**config.mk**
```make
export PLATFORM = sky130hd
export DESIGN_NAME = rsc_top
export DESIGN_NICKNAME = d
export VERILOG_FILES = /design/src/rtl/rsc_pkg.sv /design/src/rtl/rsc_top.sv
export VERILOG_INCLUDE_DIRS = /design/src /design/src/rtl
export SDC_FILE = /design/constraint.sdc
export NUM_CORES = 2
export LEC_CHECK = 0
export BUFFER_PORTS_ARGS = -buffer_cell sky130_fd_sc_hd__buf_2
export CORE_MARGIN = 2
export CORE_UTILIZATION = 45
export DETAILED_ROUTE_END_ITERATION = 10
export GPL_ROUTABILITY_DRIVEN = 0
export PLACE_DENSITY = 0.63
export RECOVER_POWER = 25
export SLEW_MARGIN = 20
export SYNTH_ARGS = -nofsm -noshare
export SYNTH_HDL_FRONTEND = slang
export SYNTH_SLANG_ARGS = --single-unit
```
**constraint.sdc**
```tcl
create_clock -name clk -period 135.6 [get_ports clk]
set_input_delay 13.56 -clock clk [delete_from_list [all_inputs] [get_ports clk]]
set_output_delay 13.56 -clock clk [all_outputs]
set_load 0.03 [all_outputs]
```
**src/rtl/rsc_cfg.svh**
```systemverilog
`ifndef RSC_CFG_SVH
`define RSC_CFG_SVH
// ---------------------------------------------
// command codes
// ---------------------------------------------
`define RSC_CMD_RD_REG_TOP 3'h0
`define RSC_CMD_WR_REG_TOP 3'h1
`define RSC_CMD_RD_PAYLOAD 8'h61
`define RSC_CMD_WR_PAYLOAD 8'hA0
`define RSC_CMD_FLUSH_TX 8'hE1
`define RSC_CMD_FLUSH_RX 8'hE2
`define RSC_CMD_RESEND_LAST 8'hE3
`define RSC_CMD_RX_WIDTH 8'h60
`define RSC_CMD_ACK_PAY_TOP 5'h15
`define RSC_CMD_WR_NOACK 8'hB0
`define RSC_CMD_NO_OPERATION 8'hFF
`define RSC_ACK_PIPE_MAX 3'h5
// ---------------------------------------------
// sizes
// ---------------------------------------------
`define RSC_REG_BYTES_MAX 6'h05
`define RSC_PAYLOAD_BYTES 6'h20
`define RSC_FIFO_LEVELS 2'h3
`define RSC_TOKEN_FIFO_DEPTH 32
// ---------------------------------------------
// status register layout and reset values
// ---------------------------------------------
`define RSC_STATUS_REG_ADDR 5'h07
`define RSC_STATUS_RECEIVED_BIT 6
`define RSC_STATUS_SENT_BIT 5
`define RSC_STATUS_RETRY_BIT 4
`define RSC_PIPE_RESET 3'h7
`define RSC_IDLE_READ_BYTE 8'h00
`endif

```
**src/rtl/rsc_pkg.sv**
```systemverilog
package rsc_pkg;
	// token kinds passed from the serial side to the executor
	typedef enum logic [1:0] {
		RSC_TOK_CMD,
		RSC_TOK_DATA,
		RSC_TOK_END
	} rsc_tok_type;

	// command classes after decode
	typedef enum logic [2:0] {
		RSC_CL_NONE,
		RSC_CL_REG_WR,
		RSC_CL_TX_PAY,
		RSC_CL_ACK_PAY,
		RSC_CL_NOACK_PAY
	} rsc_class_type;

	typedef logic [2:0][31:0][7:0] rsc_mem_type;
endpackage

```
**src/rtl/rsc_top.sv**
```systemverilog
`include "rsc_cfg.svh"

// ---------------------------------------------
// token buffer
// ---------------------------------------------
module rsc_fifo #(
	parameter int WIDTH = 10,
	parameter int DEPTH = 32
) (
	input wire logic clk,
	input wire logic rst_n,
	input wire logic in_valid,
	output logic in_ready,
	input wire logic [WIDTH-1:0] in_data,
	output logic out_valid,
	input wire logic out_ready,
	output logic [WIDTH-1:0] out_data
);
	localparam int PW = (DEPTH > 1) ? $clog2(DEPTH) : 1;
	if (DEPTH < 2 || WIDTH < 1) begin : g_bad
		$error("rsc_fifo: DEPTH must be at least 2");
	end
	typedef struct packed {
		logic [DEPTH-1:0][WIDTH-1:0] mem;
		logic [PW-1:0] rd;
		logic [PW-1:0] wr;
		logic [PW:0] cnt;
	} rsc_fifo_state_type;
	rsc_fifo_state_type q, s;
	logic do_in, do_out;
	assign in_ready = (q.cnt != (PW+1)'(DEPTH));
	assign out_valid = (q.cnt != '0);
	assign out_data = q.mem[q.rd];
	assign do_in = in_valid & in_ready;
	assign do_out = out_valid & out_ready;
	always_comb begin
		s = q;
		if (do_in) begin
			s.mem[q.wr] = in_data;
			s.wr = (q.wr == PW'(DEPTH - 1)) ? '0 : q.wr + 1'b1;
		end
		if (do_out) begin
			s.rd = (q.rd == PW'(DEPTH - 1)) ? '0 : q.rd + 1'b1;
		end
		if (do_in && !do_out) begin
			s.cnt = q.cnt + 1'b1;
		end else if (!do_in && do_out) begin
			s.cnt = q.cnt - 1'b1;
		end
	end
	always_ff @(posedge clk or negedge rst_n) begin
		if (!rst_n) begin
			q <= '0;
		end else begin
			q <= s;
		end
	end
endmodule // rsc_fifo

// How it works
// - status byte returned during command byte
// - command MSB first, data LSByte first
// - 000+address reads one to five bytes
// - 001+address writes, only in standby/power-down
// - payload read from byte zero, then removed
// - payload write stores from byte zero
// - flush codes empty transmit or receive FIFO
// - resend code repeats last payload until cleared, transmitter mode only
// - width query returns oldest receive entry width
// - ack payload per pipe, receiver mode only
// - no-ack payload write in transmitter mode
// - no-operation code only returns status
// - width, ack, no-ack need feature enables
// - short register write updates received bytes only
// - status shifted out after select falls
// - pipe field updates as interrupt falls
// - three-entry, 32-byte transmit and receive FIFOs
// - receiver transmit FIFO stalls on lost links
// - retry limit keeps unsent payload queued
// - full, empty and reuse flags exposed
// - masked sticky flags drive interrupt, write-one clears
// - controller byte FIFOs follow ready flags
module rsc_top
	import rsc_pkg::*;
(
	input wire logic clk,
	input wire logic rst_n,
	input wire logic radio_select_n,
	input wire logic spi_sck,
	input wire logic spi_mosi,
	output logic spi_miso,
	input wire logic [7:0] reg_rd_data,
	output logic [4:0] reg_rd_addr,
	output logic [2:0] reg_rd_byte,
	output logic reg_wr_en,
	output logic [4:0] reg_wr_addr,
	output logic [39:0] reg_wr_data,
	output logic [4:0] reg_wr_mask,
	input wire logic radio_standby,
	input wire logic primary_receiver_mode,
	input wire logic feature_width_en,
	input wire logic feature_ack_pay_en,
	input wire logic feature_noack_en,
	input wire logic mask_received,
	input wire logic mask_sent,
	input wire logic mask_retry,
	input wire logic ev_sent,
	input wire logic ev_received,
	input wire logic ev_retry_limit,
	input wire logic [2:0] rx_pipe_in,
	input wire logic [4:0] tx_rd_idx,
	output logic [7:0] tx_rd_byte,
	output logic [5:0] tx_head_width,
	output logic tx_head_noack,
	output logic tx_head_is_ack,
	output logic [2:0] tx_head_pipe,
	input wire logic tx_sent_pop,
	input wire logic [5:0] pipe_link_lost,
	output logic tx_stalled,
	input wire logic rx_wr_en,
	input wire logic [4:0] rx_wr_idx,
	input wire logic [7:0] rx_wr_byte,
	input wire logic rx_commit,
	input wire logic [5:0] rx_commit_width,
	input wire logic [2:0] rx_commit_pipe,
	output logic tx_full,
	output logic tx_empty,
	output logic rx_full,
	output logic rx_empty,
	output logic reuse_active,
	output logic [7:0] status_byte,
	output logic radio_interrupt_line_n,
	output logic cmd_fifo_ready
);
	typedef struct packed {
		logic [2:0] csn_s;
		logic [2:0] sck_s;
		logic [2:0] mosi_s;
		logic [7:0] sh_in;
		logic [2:0] bit_cnt;
		logic first;
		logic [7:0] cmd_rd;
		logic [5:0] data_cnt;
		logic [7:0] sh_out;
		logic miso;
		rsc_class_type cl;
		logic [2:0] ex_pipe;
		logic [4:0] ex_addr;
		logic [5:0] widx;
		logic [4:0][7:0] wbuf;
		logic [4:0] wmask;
		logic cool;
		logic wr_en;
		logic [4:0] wr_addr;
		logic [39:0] wr_data;
		logic [4:0] wr_mask;
		rsc_mem_type tx_mem;
		logic [2:0][5:0] tx_wid;
		logic [2:0] tx_noack;
		logic [2:0] tx_ack;
		logic [2:0][2:0] tx_pipe;
		logic [1:0] tx_rd;
		logic [1:0] tx_wr;
		logic [1:0] tx_cnt;
		rsc_mem_type rx_mem;
		logic [2:0][5:0] rx_wid;
		logic [2:0][2:0] rx_pipe;
		logic [1:0] rx_rd;
		logic [1:0] rx_wr;
		logic [1:0] rx_cnt;
		logic reuse;
		logic [2:0] flags;
		logic [2:0] pipe;
		logic irq_n;
		logic [7:0] tx_byte;
	} rsc_state_type;

	rsc_state_type q, s;
	logic [1:0] rst_sync_r;
	logic rst_int_n;
	logic tok_in_v, tok_in_rdy, tok_out_v, tok_out_rdy;
	logic [9:0] tok_in_d, tok_out_d;
	logic [7:0] rd_src, tok_byte;
	logic csn_fall, csn_rise, sck_rise, sck_fall, byte_done;
	logic [7:0] byte_in;
	logic tx_inc, tx_dec, tx_flush, rx_inc, rx_dec, rx_flush;
	logic [2:0] flag_set, flag_clr;
	logic irq_act, all_lost;
	rsc_tok_type tok_kind;

	function automatic logic [1:0] rsc_inc3(input logic [1:0] p);
		rsc_inc3 = (p == 2'h2) ? 2'h0 : p + 2'h1;
	endfunction

	// ---------------------------------------------
	// reset release
	// ---------------------------------------------
	always_ff @(posedge clk or negedge rst_n) begin
		if (!rst_n) begin
			rst_sync_r <= 2'h0;
		end else begin
			rst_sync_r <= {rst_sync_r[0], 1'b1};
		end
	end
	assign rst_int_n = rst_sync_r[1];

	// ---------------------------------------------
	// token buffer between serial side and executor
	// ---------------------------------------------
	rsc_fifo #(.WIDTH(10), .DEPTH(`RSC_TOKEN_FIFO_DEPTH)) u_tok (
		.clk(clk),
		.rst_n(rst_int_n),
		.in_valid(tok_in_v),
		.in_ready(tok_in_rdy),
		.in_data(tok_in_d),
		.out_valid(tok_out_v),
		.out_ready(tok_out_rdy),
		.out_data(tok_out_d)
	);
	assign cmd_fifo_ready = tok_in_rdy;
	assign tok_out_rdy = ~q.cool;
	assign tok_kind = rsc_tok_type'(tok_out_d[9:8]);
	assign tok_byte = tok_out_d[7:0];

	// ---------------------------------------------
	// serial edges and read source
	// ---------------------------------------------
	assign csn_fall = q.csn_s[2] & ~q.csn_s[1];
	assign csn_rise = ~q.csn_s[2] & q.csn_s[1];
	assign sck_rise = ~q.csn_s[1] & ~q.sck_s[2] & q.sck_s[1];
	assign sck_fall = ~q.csn_s[1] & q.sck_s[2] & ~q.sck_s[1];
	assign byte_in = {q.sh_in[6:0], q.mosi_s[1]};
	assign byte_done = sck_rise & (q.bit_cnt == 3'h7);
	assign tok_in_v = byte_done | csn_rise;
	assign tok_in_d = csn_rise ? {RSC_TOK_END, 8'h00} :
		{(q.first ? RSC_TOK_CMD : RSC_TOK_DATA), byte_in};

	always_comb begin
		rd_src = `RSC_IDLE_READ_BYTE;
		if (q.cmd_rd[7:5] == `RSC_CMD_RD_REG_TOP) begin
			rd_src = reg_rd_data;
		end else if (q.cmd_rd == `RSC_CMD_RD_PAYLOAD) begin
			if (q.rx_cnt != 2'h0 && q.data_cnt < `RSC_PAYLOAD_BYTES) begin
				rd_src = q.rx_mem[q.rx_rd][q.data_cnt[4:0]];
			end
		end else if (q.cmd_rd == `RSC_CMD_RX_WIDTH) begin
			if (feature_width_en && q.rx_cnt != 2'h0 && q.data_cnt == 6'h00) begin
				rd_src = {2'h0, q.rx_wid[q.rx_rd]};
			end
		end
	end

	// in receiver mode, transmit FIFO stalls when every pending entry aims at a lost pipe
	always_comb begin
		logic [1:0] p;
		p = q.tx_rd;
		all_lost = primary_receiver_mode && (q.tx_cnt != 2'h0);
		for (int i = 0; i < 3; i++) begin
			if (2'(i) < q.tx_cnt) begin
				if (!(q.tx_pipe[p] <= `RSC_ACK_PIPE_MAX && pipe_link_lost[q.tx_pipe[p]])) begin
					all_lost = 1'b0;
				end
			end
			p = rsc_inc3(p);
		end
	end

	// ---------------------------------------------
	// next state
	// ---------------------------------------------
	always_comb begin
		s = q;
		tx_inc = 1'b0;
		tx_flush = 1'b0;
		rx_flush = 1'b0;
		rx_dec = 1'b0;
		flag_clr = 3'h0;
		s.wr_en = 1'b0;
		s.cool = 1'b0;
		s.csn_s = {q.csn_s[1], q.csn_s[0], radio_select_n};
		s.sck_s = {q.sck_s[1], q.sck_s[0], spi_sck};
		s.mosi_s = {q.mosi_s[1], q.mosi_s[0], spi_mosi};
		// serial shifter
		if (csn_fall) begin
			s.sh_out = status_byte;
			s.miso = status_byte[7];
			s.bit_cnt = 3'h0;
			s.first = 1'b1;
			s.data_cnt = 6'h00;
			s.cmd_rd = `RSC_CMD_NO_OPERATION;
		end
		if (csn_rise) begin
			s.bit_cnt = 3'h0;
			s.first = 1'b0;
			if (q.cmd_rd == `RSC_CMD_RD_PAYLOAD && q.data_cnt != 6'h00 && q.rx_cnt != 2'h0) begin
				rx_dec = 1'b1;
			end
			s.cmd_rd = `RSC_CMD_NO_OPERATION;
		end
		if (sck_rise) begin
			s.sh_in = byte_in;
			s.bit_cnt = q.bit_cnt + 3'h1;
			if (byte_done) begin
				if (q.first) begin
					s.cmd_rd = byte_in;
					s.first = 1'b0;
					s.data_cnt = 6'h00;
				end else if (q.data_cnt != 6'h3F) begin
					s.data_cnt = q.data_cnt + 6'h01;
				end
			end
		end
		if (sck_fall) begin
			if (q.bit_cnt == 3'h0) begin
				s.sh_out = rd_src;
				s.miso = rd_src[7];
			end else begin
				s.sh_out = {q.sh_out[6:0], 1'b0};
				s.miso = q.sh_out[6];
			end
		end
		// executor
		if (tok_out_v && tok_out_rdy) begin
			case (tok_kind)
				RSC_TOK_CMD: begin
					s.widx = 6'h00;
					s.wmask = 5'h00;
					s.ex_addr = tok_byte[4:0];
					s.ex_pipe = tok_byte[2:0];
					s.cl = RSC_CL_NONE;
					if (tok_byte[7:5] == `RSC_CMD_WR_REG_TOP && radio_standby) begin
						s.cl = RSC_CL_REG_WR;
					end else if (tok_byte == `RSC_CMD_WR_PAYLOAD) begin
						s.cl = RSC_CL_TX_PAY;
						s.reuse = 1'b0;
					end else if (tok_byte[7:3] == `RSC_CMD_ACK_PAY_TOP) begin
						if (feature_ack_pay_en && primary_receiver_mode && tok_byte[2:0] <= `RSC_ACK_PIPE_MAX) begin
							s.cl = RSC_CL_ACK_PAY;
						end
					end else if (tok_byte == `RSC_CMD_WR_NOACK) begin
						if (feature_noack_en && !primary_receiver_mode) begin
							s.cl = RSC_CL_NOACK_PAY;
						end
					end else if (tok_byte == `RSC_CMD_FLUSH_TX) begin
						tx_flush = 1'b1;
						s.reuse = 1'b0;
					end else if (tok_byte == `RSC_CMD_FLUSH_RX) begin
						rx_flush = 1'b1;
					end else if (tok_byte == `RSC_CMD_RESEND_LAST) begin
						s.reuse = ~primary_receiver_mode;
					end
				end
				RSC_TOK_DATA: begin
					if (q.cl == RSC_CL_REG_WR) begin
						if (q.widx < `RSC_REG_BYTES_MAX) begin
							s.wbuf[q.widx[2:0]] = tok_byte;
							s.wmask[q.widx[2:0]] = 1'b1;
							s.widx = q.widx + 6'h01;
						end
					end else if (q.cl != RSC_CL_NONE) begin
						if (q.widx < `RSC_PAYLOAD_BYTES && q.tx_cnt != `RSC_FIFO_LEVELS) begin
							s.tx_mem[q.tx_wr][q.widx[4:0]] = tok_byte;
							s.widx = q.widx + 6'h01;
						end
					end
				end
				RSC_TOK_END: begin
					s.cool = 1'b1;
					if (q.cl == RSC_CL_REG_WR && q.wmask != 5'h00) begin
						s.wr_en = 1'b1;
						s.wr_addr = q.ex_addr;
						s.wr_data = q.wbuf;
						s.wr_mask = q.wmask;
						if (q.ex_addr == `RSC_STATUS_REG_ADDR) begin
							flag_clr = {q.wbuf[0][`RSC_STATUS_RECEIVED_BIT], q.wbuf[0][`RSC_STATUS_SENT_BIT],
								q.wbuf[0][`RSC_STATUS_RETRY_BIT]};
						end
					end else if (q.cl != RSC_CL_NONE && q.cl != RSC_CL_REG_WR && q.widx != 6'h00 &&
						q.tx_cnt != `RSC_FIFO_LEVELS) begin
						tx_inc = 1'b1;
						s.tx_wid[q.tx_wr] = q.widx;
						s.tx_noack[q.tx_wr] = (q.cl == RSC_CL_NOACK_PAY);
						s.tx_ack[q.tx_wr] = (q.cl == RSC_CL_ACK_PAY);
						s.tx_pipe[q.tx_wr] = q.ex_pipe;
					end
					s.cl = RSC_CL_NONE;
				end
				default: begin
					s.cl = RSC_CL_NONE;
				end
			endcase
		end
		// transmit FIFO bookkeeping
		tx_dec = tx_sent_pop && !q.reuse && !q.flags[0] && q.tx_cnt != 2'h0;
		if (tx_flush) begin
			s.tx_cnt = 2'h0;
			s.tx_rd = 2'h0;
			s.tx_wr = 2'h0;
		end else begin
			if (tx_inc) begin
				s.tx_wr = rsc_inc3(q.tx_wr);
			end
			if (tx_dec) begin
				s.tx_rd = rsc_inc3(q.tx_rd);
			end
			s.tx_cnt = q.tx_cnt + {1'b0, tx_inc} - {1'b0, tx_dec};
		end
		s.tx_byte = q.tx_mem[q.tx_rd][tx_rd_idx];
		// receive FIFO bookkeeping
		rx_inc = rx_commit && q.rx_cnt != `RSC_FIFO_LEVELS;
		if (rx_wr_en && q.rx_cnt != `RSC_FIFO_LEVELS) begin
			s.rx_mem[q.rx_wr][rx_wr_idx] = rx_wr_byte;
		end
		if (rx_flush) begin
			s.rx_cnt = 2'h0;
			s.rx_rd = 2'h0;
			s.rx_wr = 2'h0;
		end else begin
			if (rx_inc) begin
				s.rx_wid[q.rx_wr] = rx_commit_width;
				s.rx_pipe[q.rx_wr] = rx_commit_pipe;
				s.rx_wr = rsc_inc3(q.rx_wr);
			end
			if (rx_dec) begin
				s.rx_rd = rsc_inc3(q.rx_rd);
			end
			s.rx_cnt = q.rx_cnt + {1'b0, rx_inc} - {1'b0, rx_dec};
		end
		// sticky flags, set wins over clear
		flag_set = {ev_received, ev_sent, ev_retry_limit};
		s.flags = (q.flags & ~flag_clr) | flag_set;
		irq_act = |(s.flags & ~{mask_received, mask_sent, mask_retry});
		s.irq_n = ~irq_act;
		if (irq_act && q.irq_n) begin
			s.pipe = rx_pipe_in;
		end
	end

	always_ff @(posedge clk or negedge rst_int_n) begin
		if (!rst_int_n) begin
			q <= '0;
			q.csn_s <= 3'h7;
			q.cmd_rd <= `RSC_CMD_NO_OPERATION;
			q.cl <= RSC_CL_NONE;
			q.pipe <= `RSC_PIPE_RESET;
			q.irq_n <= 1'b1;
		end else begin
			q <= s;
		end
	end

	// ---------------------------------------------
	// outputs
	// ---------------------------------------------
	assign spi_miso = q.miso;
	assign reg_rd_addr = q.cmd_rd[4:0];
	assign reg_rd_byte = q.data_cnt[2:0];
	assign reg_wr_en = q.wr_en;
	assign reg_wr_addr = q.wr_addr;
	assign reg_wr_data = q.wr_data;
	assign reg_wr_mask = q.wr_mask;
	assign tx_rd_byte = q.tx_byte;
	assign tx_head_width = q.tx_wid[q.tx_rd];
	assign tx_head_noack = q.tx_noack[q.tx_rd];
	assign tx_head_is_ack = q.tx_ack[q.tx_rd];
	assign tx_head_pipe = q.tx_pipe[q.tx_rd];
	assign tx_stalled = all_lost;
	assign tx_full = (q.tx_cnt == `RSC_FIFO_LEVELS);
	assign tx_empty = (q.tx_cnt == 2'h0);
	assign rx_full = (q.rx_cnt == `RSC_FIFO_LEVELS);
	assign rx_empty = (q.rx_cnt == 2'h0);
	assign reuse_active = q.reuse;
	assign status_byte = {1'b0, q.flags, q.pipe, tx_full};
	assign radio_interrupt_line_n = q.irq_n;
endmodule // rsc_top

```
==> results by group <==
Timing
  – Final setup skew: 98.4 ps
  – Setup Viol. Count Final: 0
  – RSZ-0062 raised after global routing: false
  – Crit share post-route: 0.208
  – Max-slew violations: 1004
  – Slew headroom: -4.94
  – Fmax: 35.4 MHz
  – Setup tns final: 0 ps
  – Min Tclk post-route: 28250 ps
  – Slew @ Worst Pin: 8900 ps
  – Hold violation count in the final report: 0

Critical path
  – CP peak stage delay: 260 ps
  – Max FO, Critical Path: 3
  – CP dominant cell by count: buf_2
  – R2r worst-path depth: 2
  – Cell chain of the critical path: buf_2 > nor2b_1 > a211o_1 > a31oi_1 > a31o_2 > a211oi_1 > buf_2
  – CP Class: input pin to output pin
  – Critical Path Start Type: input pin
  – Crit path capture type: output pin
  – Arrival @ worst endpoint: 14690 ps
  – WP data required: 122040 ps
  – Slowest CP cell: buf_2

Place
  – Placed cell count: 11100
  – # port buffers: 153
  – Placed wire-length estimate: 158000 µm

Synthesis
  – Yosys cell types: 76
  – Main combinational cell family by area after synthesis: multiplexers
  – Simple-Gate Fraction of Synth Area: 0.0923
  – Sequential-to-total area share from yosys stat: 0.544
  – Post-synthesis xor/xnor area fraction: 0.00118
  – Predominant post-synthesis flop cell: dfrtp_1
  – Synth Area per Inst: 11.1 µm²
  – Adder-cell area share of the yosys netlist: 0.00382
  – Synth Area in Compound Gates: 0.104
  – Post-Syn Instances: 8704
  – #FFs+latches synth: 2105
  – EDFF count, synth: 0
  – Ys Warns: 0
  – Syn nets: 8796
  – Mux contribution to synthesized area: 0.217
  – Synth Cell Area: 0.0968 mm²
  – Post-synth ARST share: 1.00

Detailed routing
  – DRC: 0
  – First-pass DRT Iterations: 6
  – ANT nets after route: 0
  – Vias post-DR: 66000
  – Drt wl/cell: 22.4 µm
  – DRT iter0 DRCs: 5366
  – Drt via density: 5.74
  – WL final: 258000 µm

Global route
  – Vias in the first global route: 66300
  – Largest net degree at the start of global routing: 186
  – Global-route wire length before repair: 402000 µm
  – Gr ovfl total: 0
  – Total GRT Usage: 0.236
  – Antenna violations before repair: 6

Clocking
  – Num CTS Buffers: 217
  – CTS tree: built
  – Hold_buf cts: 0
  – Setup Buffers After CTS: 0
  – Worst skew pair latency: 890 ps
  – Total number of clock tree sinks: 2105
  – Clock-pin slew on the worst setup and hold paths: 60 ps
  – Worst-case clock buffer depth: 3
  – Post-CTS sizing: 0
  – Number of H-tree levels: 4
  – Root Driver: clkbuf_16

Floorplan
  – Width of the die: 468 µm
  – # rows: 170
  – Die footprint: 0.219 mm²
  – Io pins: 158
  – Die Span Y: 468 µm
  – CORE AREA: 0.214 mm²
  – Initial Util: 0.452

Final layout
  – Nets: 8565
  – Layout Utilization: 0.499
  – Commonest non-fill, non-tap cells in the layout: dfrtp_1, nand2_1, mux2_2, o21ai_0, nor2_1
  – Area Overhead vs Synth: 10.4%
  – Layout cell share with drive strength beyond 1: 0.228
  – Final std cells w/o fill: 11500
  – Most common cell after layout, fill and taps aside: dfrtp_1

Power
  – Pwr/cell area: 16.4 mW/mm²
  – Worst IR drop on VDD: 0.0000141 V
  – Pleak: 48.1 nW

Outcome
  – Failing checks: max-capacitance violations, max-slew violations
  – Status: finished, violations left

Min path
  – Hold WC Path Type: register to register
  – Hold Path Depth: 0

Run
  – MaxCap Viol Count: 15
-- final timing paths --
path	start	to	slack, ps
max	pipe_link_lost[1]	tx_stalled	107350
min	rst_sync_r[0]	rst_sync_r[1]	350
max reg2reg	rst_sync_r[1]	q[821]	122620
min reg2reg	rst_sync_r[0]	rst_sync_r[1]	350
max in group asynchronous	rst_sync_r[1]	q[821]	122620
min in group asynchronous	rst_sync_r[1]	u_tok.q[109]	1110
-- kinds of logic after synthesis --
logic type	Yosys count
AO/OA/AOI/OAI	1853
XOR/XNOR	13
adder cells (fa/ha/maj)	29
buffers and inverters	833
flip-flops	2105
multiplexers	1740
other	2
AND/OR/NAND/NOR	2129
-- metal layers --
layer	GRT usage	vias to the layer above	part of all wire
li1	-	30100	-
met1	0.327	33800	0.44
met2	0.378	1739	0.47
met3	0.0389	412	0.055
met4	0.0762	0	0.031
met5	0	-	0
-- Yosys cell counts (18+ instances only) --
library cell  count  area share
nand3_1          28      0.0014
mux2_2         1024        0.12
nor4_2           24      0.0031
nor2b_1          18      0.0012
a221oi_1         94      0.0085
mux4_2          188       0.044
a211oi_1         42      0.0033
nand2_1        1066       0.041
clkbuf_1        523       0.020
nand2b_1         23      0.0015
nor3_1           85      0.0044
nand4_1          45      0.0029
buf_1            74      0.0029
o21ai_0         896       0.046
nor2_1          740       0.029
dfrtp_1        2090        0.54
and2_1           19      0.0012
a21oi_1         710       0.037
ha_1             28      0.0036
mux2i_1         522       0.054
inv_1            67      0.0026
buf_4            85      0.0066
buf_2            78      0.0040
-- registers in the layout (all words and copies together), names as in the netlist --
register	count
byte_in	8
q	1683
radio_interrupt_line_n	1
reg_rd_addr	5
reg_rd_byte	3
reg_wr_addr	5
reg_wr_data	40
reg_wr_en	1
reg_wr_mask	5
reuse_active	1
rst_sync_r	2
spi_miso	1
status_byte	6
tx_rd_byte	8
u_tok.q	336
-- through the flow --
step | area [µm²] | hold slack, ps | power (mW) | setup WS (ps)
floorplan | 96800 | 331 | 1.03 | 72600
global placement | 99300 | 336 | 1.12 | 107340
detailed placement | 99400 | 336 | 1.14 | 107370
CTS | 107000 | 351 | 1.76 | 107350
global route | 107000 | 353 | 1.83 | 107260
finish | 107000 | 350 | 1.75 | 107350
-- worst max-delay path: cells and delay by family --
kind | cells | cell delay [ps]
AO/OA/AOI/OAI | 4 | 640
buffers and inverters | 2 | 360
AND/OR/NAND/NOR | 1 | 130
-- layout make-up --
type                            instances  area (µm²)
Antenna cell                            4        10.0
Clock buffer                          327        6490
Clock inverter                         76        1010
Fill cell                           18700      107000
Inverter                               70         265
Multi-Input combinational cell       5766       40800
Sequential cell                      2105       52700
Tap cell                             2838        3550
Timing Repair Buffer                  313        2050
-- power breakdown --
part | switching (mW) | internal [mW] | leakage (nW)
Combinational | 0.227 | 0.137 | 15.7
Clock | 0.258 | 0.361 | 3.71
Sequential | 0.0515 | 0.714 | 28.7
Power figures use the tool's default switching activity.
